--- src/inc/serial_audio_regs.vh ---
/*
 Timing counts and format codes for the serial audio slave.
 Assumes inclusion by bare name from design files.
*/
`ifndef SERIAL_AUDIO_REGS_VH
`define SERIAL_AUDIO_REGS_VH
`define WORD_BITS 16
`define SYNC_HIGH_BITS 32
`define FMT_PULSE 1'b0
`define FMT_I2S 1'b1
`define FIFO_DEPTH 32
`define BITPOS_W 7
`endif

--- src/logic/codec_serial_audio_slave.v ---
/*
 Slave end of the capture and playback serial audio links.
 Assumes the codec drives both bit clocks and frame syncs; the
 bit clocks are sampled by clk at 250 MHz and edges found here.
 Each bit clock level must span several clk periods or edges are lost.
*/
// Contract
// - Codec clocks playback; we drive data
// - Sample capture data on rising edge
// - Update playback data on falling edge
// - Tolerate one bit clock frame jitter
// - Selectable pulse or I2S framing, both links
// - Pulse: start one bit late, left then right
// - Pulse: right follows left, 16-bit words
// - I2S word starts one bit after edge
// - I2S: right after rise, left after fall
// - I2S: 16-bit words, then zeros
// - Never drive bit clock or sync
`timescale 1ns/1ns
`include "serial_audio_regs.vh"
module codec_serial_audio_slave #(
    parameter WORD = `WORD_BITS,
    parameter DEPTH = `FIFO_DEPTH
) (
    // Clock and reset
    input wire clk,
    input wire nrst,
    // Format select
    input wire serial_format_control,
    // Capture link, all inputs
    input wire capture_bit_clock,
    input wire capture_frame_sync,
    input wire capture_serial_line,
    // Playback link
    input wire playback_bit_clock,
    input wire playback_frame_sync,
    output reg playback_serial_line,
    // Capture samples out
    output reg capture_valid,
    output reg [WORD-1:0] capture_sample,
    // Playback samples in, left high half
    input wire play_valid,
    output wire play_ready,
    input wire [2*WORD-1:0] play_data,
    // Playback underrun marker
    output reg play_underrun
);
    // ----------------------------------------
    // Local sizes
    // ----------------------------------------
    // Slot length at the bit counter's width, so subtraction stays narrow
    localparam [`BITPOS_W-1:0] WORD_POS = WORD;
    // ----------------------------------------
    // Input synchronisers
    // ----------------------------------------
    // Both bit clocks and syncs are outputs of the codec only
    reg [2:0] cap_s1;
    reg [2:0] cap_s2;
    reg [1:0] ply_s1;
    reg [1:0] ply_s2;
    reg cap_clk_d;
    reg ply_clk_d;
    reg cap_sync_d;
    reg ply_sync_d;
    reg fmt;
    reg [1:0] warm;
    always @(posedge clk or negedge nrst) begin
        if (!nrst) begin
            cap_s1 <= 3'h0;
            cap_s2 <= 3'h0;
            ply_s1 <= 2'h0;
            ply_s2 <= 2'h0;
            cap_clk_d <= 1'b0;
            ply_clk_d <= 1'b0;
            warm <= 2'h0;
        end else begin
            cap_s1 <= {capture_bit_clock, capture_frame_sync, capture_serial_line};
            cap_s2 <= cap_s1;
            ply_s1 <= {playback_bit_clock, playback_frame_sync};
            ply_s2 <= ply_s1;
            cap_clk_d <= cap_s2[2];
            ply_clk_d <= ply_s2[1];
            if (warm != 2'h3) begin
                warm <= warm + 2'h1;
            end
        end
    end
    // Edge detectors reset low, but a bit clock may idle high
    // Ignore edges until the delay line holds real pin levels
    wire edges_armed = (warm == 2'h3);
    wire cap_rise = cap_s2[2] && !cap_clk_d && edges_armed;
    wire ply_fall = !ply_s2[1] && ply_clk_d && edges_armed;
    // ----------------------------------------
    // Capture receiver
    // ----------------------------------------
    reg [`BITPOS_W-1:0] cap_pos;
    reg [WORD-1:0] cap_shift;
    wire cap_sync = cap_s2[1];
    // Counters saturate, so a lost sync leaves the receiver idle
    wire cap_pulse_start = (fmt == `FMT_PULSE) && cap_sync && !cap_sync_d;
    // Only the slot after the sync rise is kept (left in pulse, right in I2S), the other is the same sample
    wire cap_restart = cap_pulse_start || ((fmt == `FMT_I2S) && cap_sync && !cap_sync_d);
    always @(posedge clk or negedge nrst) begin
        if (!nrst) begin
            cap_pos <= {`BITPOS_W{1'b1}};
            cap_shift <= {WORD{1'b0}};
            cap_sync_d <= 1'b0;
            capture_valid <= 1'b0;
            capture_sample <= {WORD{1'b0}};
            fmt <= `FMT_PULSE;
        end else begin
            capture_valid <= 1'b0;
            if (cap_rise) begin
                cap_sync_d <= cap_sync;
                // Format changes only between frames to avoid a torn word
                if (cap_restart) begin
                    fmt <= serial_format_control;
                end
                if (cap_restart) begin
                    cap_pos <= {`BITPOS_W{1'b0}};
                end else if (cap_pos != {`BITPOS_W{1'b1}}) begin
                    cap_pos <= cap_pos + 1'b1;
                end
                if (cap_pos < WORD) begin
                    cap_shift <= {cap_shift[WORD-2:0], cap_s2[0]};
                end
                if (cap_pos == WORD) begin
                    capture_valid <= 1'b1;
                    capture_sample <= cap_shift;
                end
            end
        end
    end
    // ----------------------------------------
    // Playback FIFO
    // ----------------------------------------
    wire fifo_valid;
    wire [2*WORD-1:0] fifo_data;
    reg fifo_take;
    sample_fifo #(
        .WIDTH(2*WORD),
        .DEPTH(DEPTH),
        .AW(5)
    ) u_fifo (
        .clk(clk),
        .nrst(nrst),
        .in_valid(play_valid),
        .in_ready(play_ready),
        .in_data(play_data),
        .out_valid(fifo_valid),
        .out_ready(fifo_take),
        .out_data(fifo_data)
    );
    // ----------------------------------------
    // Playback transmitter
    // ----------------------------------------
    reg [`BITPOS_W-1:0] ply_pos;
    reg [WORD-1:0] ply_left;
    reg [WORD-1:0] ply_right;
    wire ply_sync = ply_s2[0];
    wire ply_rise = ply_sync && !ply_sync_d;
    wire ply_sfall = !ply_sync && ply_sync_d;
    reg [WORD-1:0] next_word;
    // Bit index within current slot, and slot selection
    wire [`BITPOS_W-1:0] slot_pos = (ply_pos >= WORD_POS) ? ply_pos - WORD_POS : ply_pos;
    always @* begin
        next_word = {WORD{1'b0}};
        if (fmt == `FMT_PULSE) begin
            next_word = (ply_pos < WORD) ? ply_left : ply_right;
        end else begin
            next_word = ply_sync ? ply_right : ply_left;
        end
    end
    always @(posedge clk or negedge nrst) begin
        if (!nrst) begin
            ply_pos <= {`BITPOS_W{1'b1}};
            ply_left <= {WORD{1'b0}};
            ply_right <= {WORD{1'b0}};
            ply_sync_d <= 1'b0;
            playback_serial_line <= 1'b0;
            fifo_take <= 1'b0;
            play_underrun <= 1'b0;
        end else begin
            fifo_take <= 1'b0;
            play_underrun <= 1'b0;
            if (ply_fall) begin
                ply_sync_d <= ply_sync;
                // Frame start loads a fresh pair; silence on underrun
                // Zeros rather than the last pair, so a gap is heard as one
                if (ply_rise) begin
                    ply_pos <= {`BITPOS_W{1'b0}};
                    ply_left <= fifo_valid ? fifo_data[2*WORD-1:WORD] : {WORD{1'b0}};
                    ply_right <= fifo_valid ? fifo_data[WORD-1:0] : {WORD{1'b0}};
                    fifo_take <= fifo_valid;
                    play_underrun <= !fifo_valid;
                    playback_serial_line <= 1'b0;
                end else if (ply_sfall && fmt == `FMT_I2S) begin
                    ply_pos <= {`BITPOS_W{1'b0}};
                    playback_serial_line <= 1'b0;
                end else begin
                    if (ply_pos != {`BITPOS_W{1'b1}}) begin
                        ply_pos <= ply_pos + 1'b1;
                    end
                    if (fmt == `FMT_PULSE && ply_pos < 2*WORD) begin
                        playback_serial_line <= next_word[WORD-1-slot_pos[3:0]];
                    end else if (fmt == `FMT_I2S && ply_pos < WORD) begin
                        playback_serial_line <= next_word[WORD-1-ply_pos[3:0]];
                    end else begin
                        playback_serial_line <= 1'b0;
                    end
                end
            end
        end
    end
endmodule

--- src/logic/sample_fifo.v ---
/*
 Small synchronous FIFO with valid/ready on both sides.
 Assumes one clock and an active-low asynchronous reset.
*/
`timescale 1ns/1ns
module sample_fifo #(
    parameter WIDTH = 32,
    parameter DEPTH = 32,
    parameter AW = 5
) (
    // Clock and reset
    input wire clk,
    input wire nrst,
    // Fill side
    input wire in_valid,
    output wire in_ready,
    input wire [WIDTH-1:0] in_data,
    // Drain side
    output reg out_valid,
    input wire out_ready,
    output reg [WIDTH-1:0] out_data
);
    reg [WIDTH-1:0] mem [0:DEPTH-1];
    reg [AW:0] wr_ptr;
    reg [AW:0] rd_ptr;
    localparam [AW:0] DEPTH_W = DEPTH;
    reg ready_q;
    wire [AW:0] count = wr_ptr - rd_ptr;
    wire empty = (count == {(AW+1){1'b0}});
    wire pop = !empty && (!out_valid || out_ready);
    wire push = in_valid && in_ready;
    wire leave = out_valid && out_ready;
    // Fill level counts the prefetched word too, so DEPTH words in all
    wire [AW:0] occ = count + {{AW{1'b0}}, out_valid};
    wire [AW:0] next_occ = occ + {{AW{1'b0}}, push} - {{AW{1'b0}}, leave};
    // Ready from a register, so it reaches the top port from a flop
    assign in_ready = ready_q;
    always @(posedge clk) begin
        if (in_valid && in_ready) begin
            mem[wr_ptr[AW-1:0]] <= in_data;
        end
    end
    // Read data comes from a register, one word prefetched
    always @(posedge clk or negedge nrst) begin
        if (!nrst) begin
            wr_ptr <= {(AW+1){1'b0}};
            rd_ptr <= {(AW+1){1'b0}};
            out_valid <= 1'b0;
            out_data <= {WIDTH{1'b0}};
            ready_q <= 1'b1;
        end else begin
            ready_q <= (next_occ < DEPTH_W);
            if (in_valid && in_ready) begin
                wr_ptr <= wr_ptr + 1'b1;
            end
            if (pop) begin
                out_data <= mem[rd_ptr[AW-1:0]];
                rd_ptr <= rd_ptr + 1'b1;
                out_valid <= 1'b1;
            end else if (out_ready) begin
                out_valid <= 1'b0;
            end
        end
    end
endmodule

--- config.mk ---
export PLATFORM = sky130hd
export DESIGN_NAME = codec_serial_audio_slave
export DESIGN_NICKNAME = d
export VERILOG_FILES = /design/src/logic/codec_serial_audio_slave.v /design/src/logic/sample_fifo.v
export VERILOG_INCLUDE_DIRS = /design/src /design/src/inc
export SDC_FILE = /design/constraint.sdc
export NUM_CORES = 1
export LEC_CHECK = 0
export BUFFER_PORTS_ARGS = -buffer_cell sky130_fd_sc_hd__buf_2
export CELL_PAD_IN_SITES_DETAIL_PLACEMENT = 1
export CELL_PAD_IN_SITES_GLOBAL_PLACEMENT = 1
export CORE_MARGIN = 2
export CORE_UTILIZATION = 45
export DETAILED_ROUTE_END_ITERATION = 8
export HOLD_SLACK_MARGIN = 0.15
export PLACE_DENSITY_LB_ADDON = 0.08
export REMOVE_ABC_BUFFERS = 1
export SETUP_SLACK_MARGIN = 0.3
export SKIP_CTS_REPAIR_TIMING = 1
export SYNTH_ARGS = -nofsm -noshare
export SYNTH_HDL_FRONTEND = slang
export SYNTH_SLANG_ARGS = --single-unit
--- constraint.sdc ---
create_clock -name clk -period 6.5 [get_ports clk]
set_input_delay 0.325 -clock clk [delete_from_list [all_inputs] [get_ports clk]]
set_output_delay 0.325 -clock clk [all_outputs]
set_load 0.02 [all_outputs]
Word level (Yosys, flattened, before mapping)
Memories as Yosys holds them, arrays and structs flattened. A register that Yosys moved wholly into a read port is not among the register bits.
Cells that the tools add are included.
{"block": "op_classes", "add_sub_neg": 12, "magnitude_cmp": 7, "eq_ne": 5, "muxes": 29, "bitwise": 1, "n_reduce_logical": 36}
{"cell": "16-bit 2-to-1 mux", "count": 5}
{"cell": "32-bit by 5-bit less-than comparator with 1-bit output (second input constant)", "count": 2}
{"cell": "7-bit 2-to-1 mux", "count": 5}
{"cell": "1-bit logical AND", "count": 16}
{"cell": "1-bit 2-to-1 mux", "count": 16}
{"cell": "7-bit by 1-bit adder with 7-bit output (second input constant)", "count": 2}
{"cell": "7-bit by 5-bit less-than comparator with 1-bit output (second input constant)", "count": 2}
{"cell": "7-bit != test (second input constant)", "count": 2}
{"cell": "6-bit by 1-bit adder with 6-bit output", "count": 2}
{"cell": "6-bit by 1-bit adder with 6-bit output (second input constant)", "count": 2}
{"cell": "2-bit AND reduction", "count": 6}
{"cell": "4-bit by 4-bit subtractor with 5-bit output (first input constant)", "count": 2}
{"cell": "1-bit binary-select mux with 4-bit select", "count": 2}
{"cell": "1-bit zero test", "count": 8}
{"cell": "7-bit by 5-bit == test with 1-bit output (second input constant)", "count": 1}
{"cell": "7-bit by 5-bit greater-or-equal comparator with 1-bit output (second input constant)", "count": 1}
{"cell": "7-bit by 6-bit less-than comparator with 1-bit output (second input constant)", "count": 1}
{"cell": "6-bit zero test", "count": 1}
{"cell": "6-bit less-than comparator (second input constant)", "count": 1}
{"cell": "6-bit by 1-bit subtractor with 6-bit output", "count": 1}
{"cell": "6-bit subtractor", "count": 1}
{"cell": "4-bit 2-to-1 mux", "count": 1}
{"cell": "2-bit nonzero test", "count": 2}
{"cell": "4-bit by 1-bit subtractor with 4-bit output (second input constant)", "count": 1}
{"cell": "6 further kinds", "count": 7}
{"block": "word_totals", "register_bits": 113, "ramBits": 1024, "input_bits": 41, "out_inout_bits": 20, "elab_cells": 115, "mem_count": 1}
{"name": "u_fifo.mem", "depth": 32, "word_bits": 32, "rd": 1, "rd_clocked_by_memory_dff": 1, "write_ports": 1, "line_no": "sample_fifo.v:23", "text": "reg [WIDTH-1:0] mem [0:DEPTH-1];"}

Longest topological paths before layout
{"block": "logic_depth", "word_depth": 9, "ltp_mapped": 16, "ltp_nobuf": 14}

Modules after synthesis
A second synthesis with hierarchy kept.
{"block": "hier_totals", "hier_cells": 2289, "hier_area_um2": 45125.8}
{"module": "sample_fifo", "n_inst": 1, "cells_each": 1923, "area_per_inst_um2": 40898.0, "seq_area_each_um2": 31901.8}
{"module": "codec_serial_audio_slave", "n_inst": 1, "cells_each": 366, "area_per_inst_um2": 4227.8, "seq_area_each_um2": 2494.9}

Worst setup path after synthesis
OpenSTA, ideal clock, no wires.
{"block": "synth_path", "path_type": "reg2reg", "from": "reg u_fifo.rd_ptr[2]", "to": "reg u_fifo.out_data[23], read port of u_fifo.mem", "setup_time_ps": 126, "arrival_ps": 3101, "required_time_ps": 6374, "slack_ps": 3273, "stages_incl_launch_ff": 17, "n_path_buf": 4, "synth_period_minus_slack_ps": 3227, "cell_sequence": "dfrtp_1 clkbuf_1 inv_1 buf_2 buf_2 ha_1 a21o_1 a21o_1 a21oi_1 xnor2_1 ha_1 nand4_1 and2_1 nand2_1 clkbuf_1 a211oi_1 a221o_1"}
{"block": "synth_between", "elab_chain_cells": 4}
{"element": "from (decl)", "line_no": "sample_fifo.v:25", "text": "reg [AW:0] rd_ptr;"}
{"element": "from (signal assigned)", "line_no": "sample_fifo.v:47", "text": "rd_ptr <= {(AW+1){1'b0}};"}
{"element": "from (signal assigned)", "line_no": "sample_fifo.v:58", "text": "rd_ptr <= rd_ptr + 1'b1;"}
{"element": "6-bit subtractor", "line_no": "sample_fifo.v:28", "text": "wire [AW:0] count = wr_ptr - rd_ptr;"}
{"element": "6-bit zero test", "line_no": "sample_fifo.v:29", "text": "wire empty = (count == {(AW+1){1'b0}});"}
{"element": "1-bit zero test", "line_no": "sample_fifo.v:30", "text": "wire pop = !empty && (!out_valid || out_ready);"}
{"element": "1-bit logical AND", "line_no": "sample_fifo.v:30"}
{"element": "to (decl)", "line_no": "sample_fifo.v:21", "text": "output reg [WIDTH-1:0] out_data"}
Parallel ways exist; a longest one is shown, timed or not.
A chain may end at the register's enable or synchronous reset.

Worst setup path in the final report
{"block": "layout_path", "from": "reg u_fifo.rd_ptr[1]", "to": "reg u_fifo.out_data[0], read port of u_fifo.mem"}
Same word-level chain as after synthesis.

==> results.yml <==
synthesis:
  synth-seq-area-share: 0.756
  yosys_register_bits: 1169
  netlist_instances: 2378
  syn_area_um2: 45500
  yosysWarningCount: 0
  synth_edf_count: 1024
  synth_cell_types: 47
  syn_area_per_cell_um2: 19.1
  async_reset_ff_frac: 0.124
  synth-main-ff-cell: "edfxtp_1"
worst_hold_path:
  hold_path_class: "in2reg"
layout:
  area_delta_synth_final_pct: 13.2
  mostFrequentLayoutCell: "edfxtp_1"
  n_fill_cell: 8954
  drive_gt1_frac: 0.218
  nets: 2569
  design_area_um2: 51500
  layout.cells.non_filler: 3909
  diodes: 0
  final_cell_mix: "1024 x edfxtp_1, 234 x nand2_1, 195 x mux4_2"
setup_path:
  crit_fanout: 42
  critPathLaunchType: "flip-flop"
  path_buf_inv: 1
  timing.critical_path.max_delay_family: "simple AND/OR/NAND/NOR gates"
  path_cells: "inv_1 > ha_1 > a21o_1 > a21o_1 > a21o_1 > a21oi_1 > xnor2_1 > ha_1 > nand4_1 > and2_1 > nand2_2 > a211oi_1 > a221o_1"
  worstPathArrival_ns: 5.14
  cp-end-kind: "flip-flop"
  cp.required_ns: 7.08
  path_common_cell: "a21o_1"
  worstSetupPathType: "reg2reg"
  max_stage_delay_ns: 0.96
  slowest_stage: "nand2_2"
global_route:
  antenna_found_initial: 3
  overflow: 0
  grt_max_degree: 93
  grt_usage: 0.243
  grt_pass1_vias: 24688
  grt_pass1_wl_um: 178000
flow_run:
  maxCapViolCount: 0
drt:
  drt_iter0_drc: 2373
  wirelength_um: 124000
  wl_per_cell_um: 31.7
  vias: 23460
  viasPerCell: 6.00
  route.detailed.drc: 0
  ant_nets: 0
  firstDrtPassIters: 5
die:
  die_x_um: 322
  dieArea_um2: 104000
  start_util: 0.454
  die_y_um: 322
  io_pins: 61
  coreArea_um2: 100000
  num_rows: 116
clock_tree:
  insertion_delay_ns: 0.72
  htree_levels: 3
  clk_pin_slew_ns: 0.06
  cts_buffer_depth: 3
  cts_buffers: 121
  cts_tree: "done"
  cts_sinks: 1169
  clock-root-buffer: "clkbuf_16"
timing:
  max-slew-margin-rel: 0.113
  period_needed_ns: 4.56
  hold_viol: 0
  worstMarginPinSlew_ns: 1.33
  post-route-period-util: 0.702
  fmax_ghz: 0.219
  finalSetupViolations: 0
  drv_slew: 0
  whs_ns: 0.139
  rsz0062_at_grt: "false"
  clock_skew_ns: 0.0317
power_and_ir_drop:
  leakage_nw: 17.5
  ir_worst_vdd_mv: 0.306
  power_density_nw_per_um2: 411
placement:
  hpwl_um: 63500
  placed_cell_area_um2: 47400
  port_buffers: 60
  dp.cells: 3659
  place.gp.congestion: 0.778
run_status:
  outcome: "finished, final reports clean"
per-stage QoR:
stage	utilization	setup WS [ns]	setup TNS, ns	total power [mW]
detailed placement	0.473	2.02	0	14.7
global route	0.514	1.74	0	22.1
CTS	0.512	1.99	0	21.4
floorplan	-	-8.56	-332.86	13.1
global placement	0.473	2.05	0	14.6
finish	0.514	1.94	0	21.2
power by group:
group / switching, mW / internal [mW]
clock: 2.85 / 3.84
sequential: 0.478 / 8.70
combinational: 3.03 / 2.28
worst reg2reg max path: stages, from the launching register on:
cell and delay, ns:
dfrtp_4 0.91, inv_1 0.27, ha_1 0.36, a21o_1 0.18, a21o_1 0.21, a21o_1 0.18
a21oi_1 0.18, xnor2_1 0.15, ha_1 0.16, nand4_1 0.15, and2_1 0.26, nand2_2 0.96
a211oi_1 0.16, a221o_1 0.33
logic make-up after synthesis:
family | Yosys count | share of synthesized area
buf+inv | 146 | 0.0169
compound gates | 257 | 0.0409
simple gates | 373 | 0.0356
fa+ha+maj | 23 | 0.00649
mux | 386 | 0.139
xor+xnor | 24 | 0.00462
flops | 1169 | 0.756
metal layers:
| layer | up-vias | track usage | share of wire |
|---|---|---|---|
| met5 | - | 0 | 0.00010 |
| met2 | 742 | 0.396 | 0.48 |
| met1 | 12682 | 0.336 | 0.43 |
| met4 | 2 | 0.0708 | 0.025 |
| li1 | 9861 | - | - |
| met3 | 173 | 0.0464 | 0.061 |
registers in the layout, summed over array words and instances (netlist names), 3 cells and up:
register	flops
u_fifo.mem	1024
u_fifo.out_data	32
cap_shift	16
capture_sample	16
ply_left	16
ply_right	16
cap_pos	7
ply_pos	7
u_fifo.rd_ptr	6
u_fifo.wr_ptr	6
cap_s1	3
cap_s2	3
worst paths after layout:
kind	endpoint	slack, ns	cells past startpoint	start
max in group asynchronous	u_fifo.rd_ptr[1]$_DFFE_PN0P_	4.66	3	nrst
hold reg to reg	cap_s2[0]$_DFF_PN0_	0.35	0	cap_s1[0]$_DFF_PN0_
hold / removal	u_fifo.mem[24][3]$_DFFE_PP_	0.14	1	play_data[3]
min in group asynchronous	cap_shift[0]$_DFFE_PN0P_	0.32	2	nrst
setup / recovery	u_fifo.out_data[0]$_DFFE_PN0P_	1.94	13	u_fifo.rd_ptr[1]$_DFFE_PN0P_
setup reg to reg	u_fifo.out_data[0]$_DFFE_PN0P_	1.94	13	u_fifo.rd_ptr[1]$_DFFE_PN0P_
cell type report:
class / count / area [µm²] / share of cell area
clock buffers: 181 / 3440 / 0.0668
clock inverters: 48 / 407 / 0.00790
inverters: 16 / 62.6 / 0.00122
multi-input cells: 1063 / 10600 / 0.206
flip-flops and latches: 1169 / 34400 / 0.669
well taps: 1298 / 1620 / 0.0316
repair buffers: 134 / 940 / 0.0183
synth_stat cells (all sizes together), types with 8 or more instances:
cell type,count,area (µm²)
nand4,8,50.1
buf,60,447
edfxtp,1024,30700
a21oi,40,200
ha,22,275
nor2,54,203
o22ai,32,200
inv,15,56.3
a221o,32,320
dfrtp,130,3250
xor2,13,114
dfstp,15,394
o21ai,45,225
mux4,195,4390
mux2,21,236
xnor2,11,96.3
a211oi,32,240
and3,38,238
nand2,239,897
o221ai,64,561
mux2i,170,1700
clkbuf,70,263
Power figures use the tool's default switching activity.
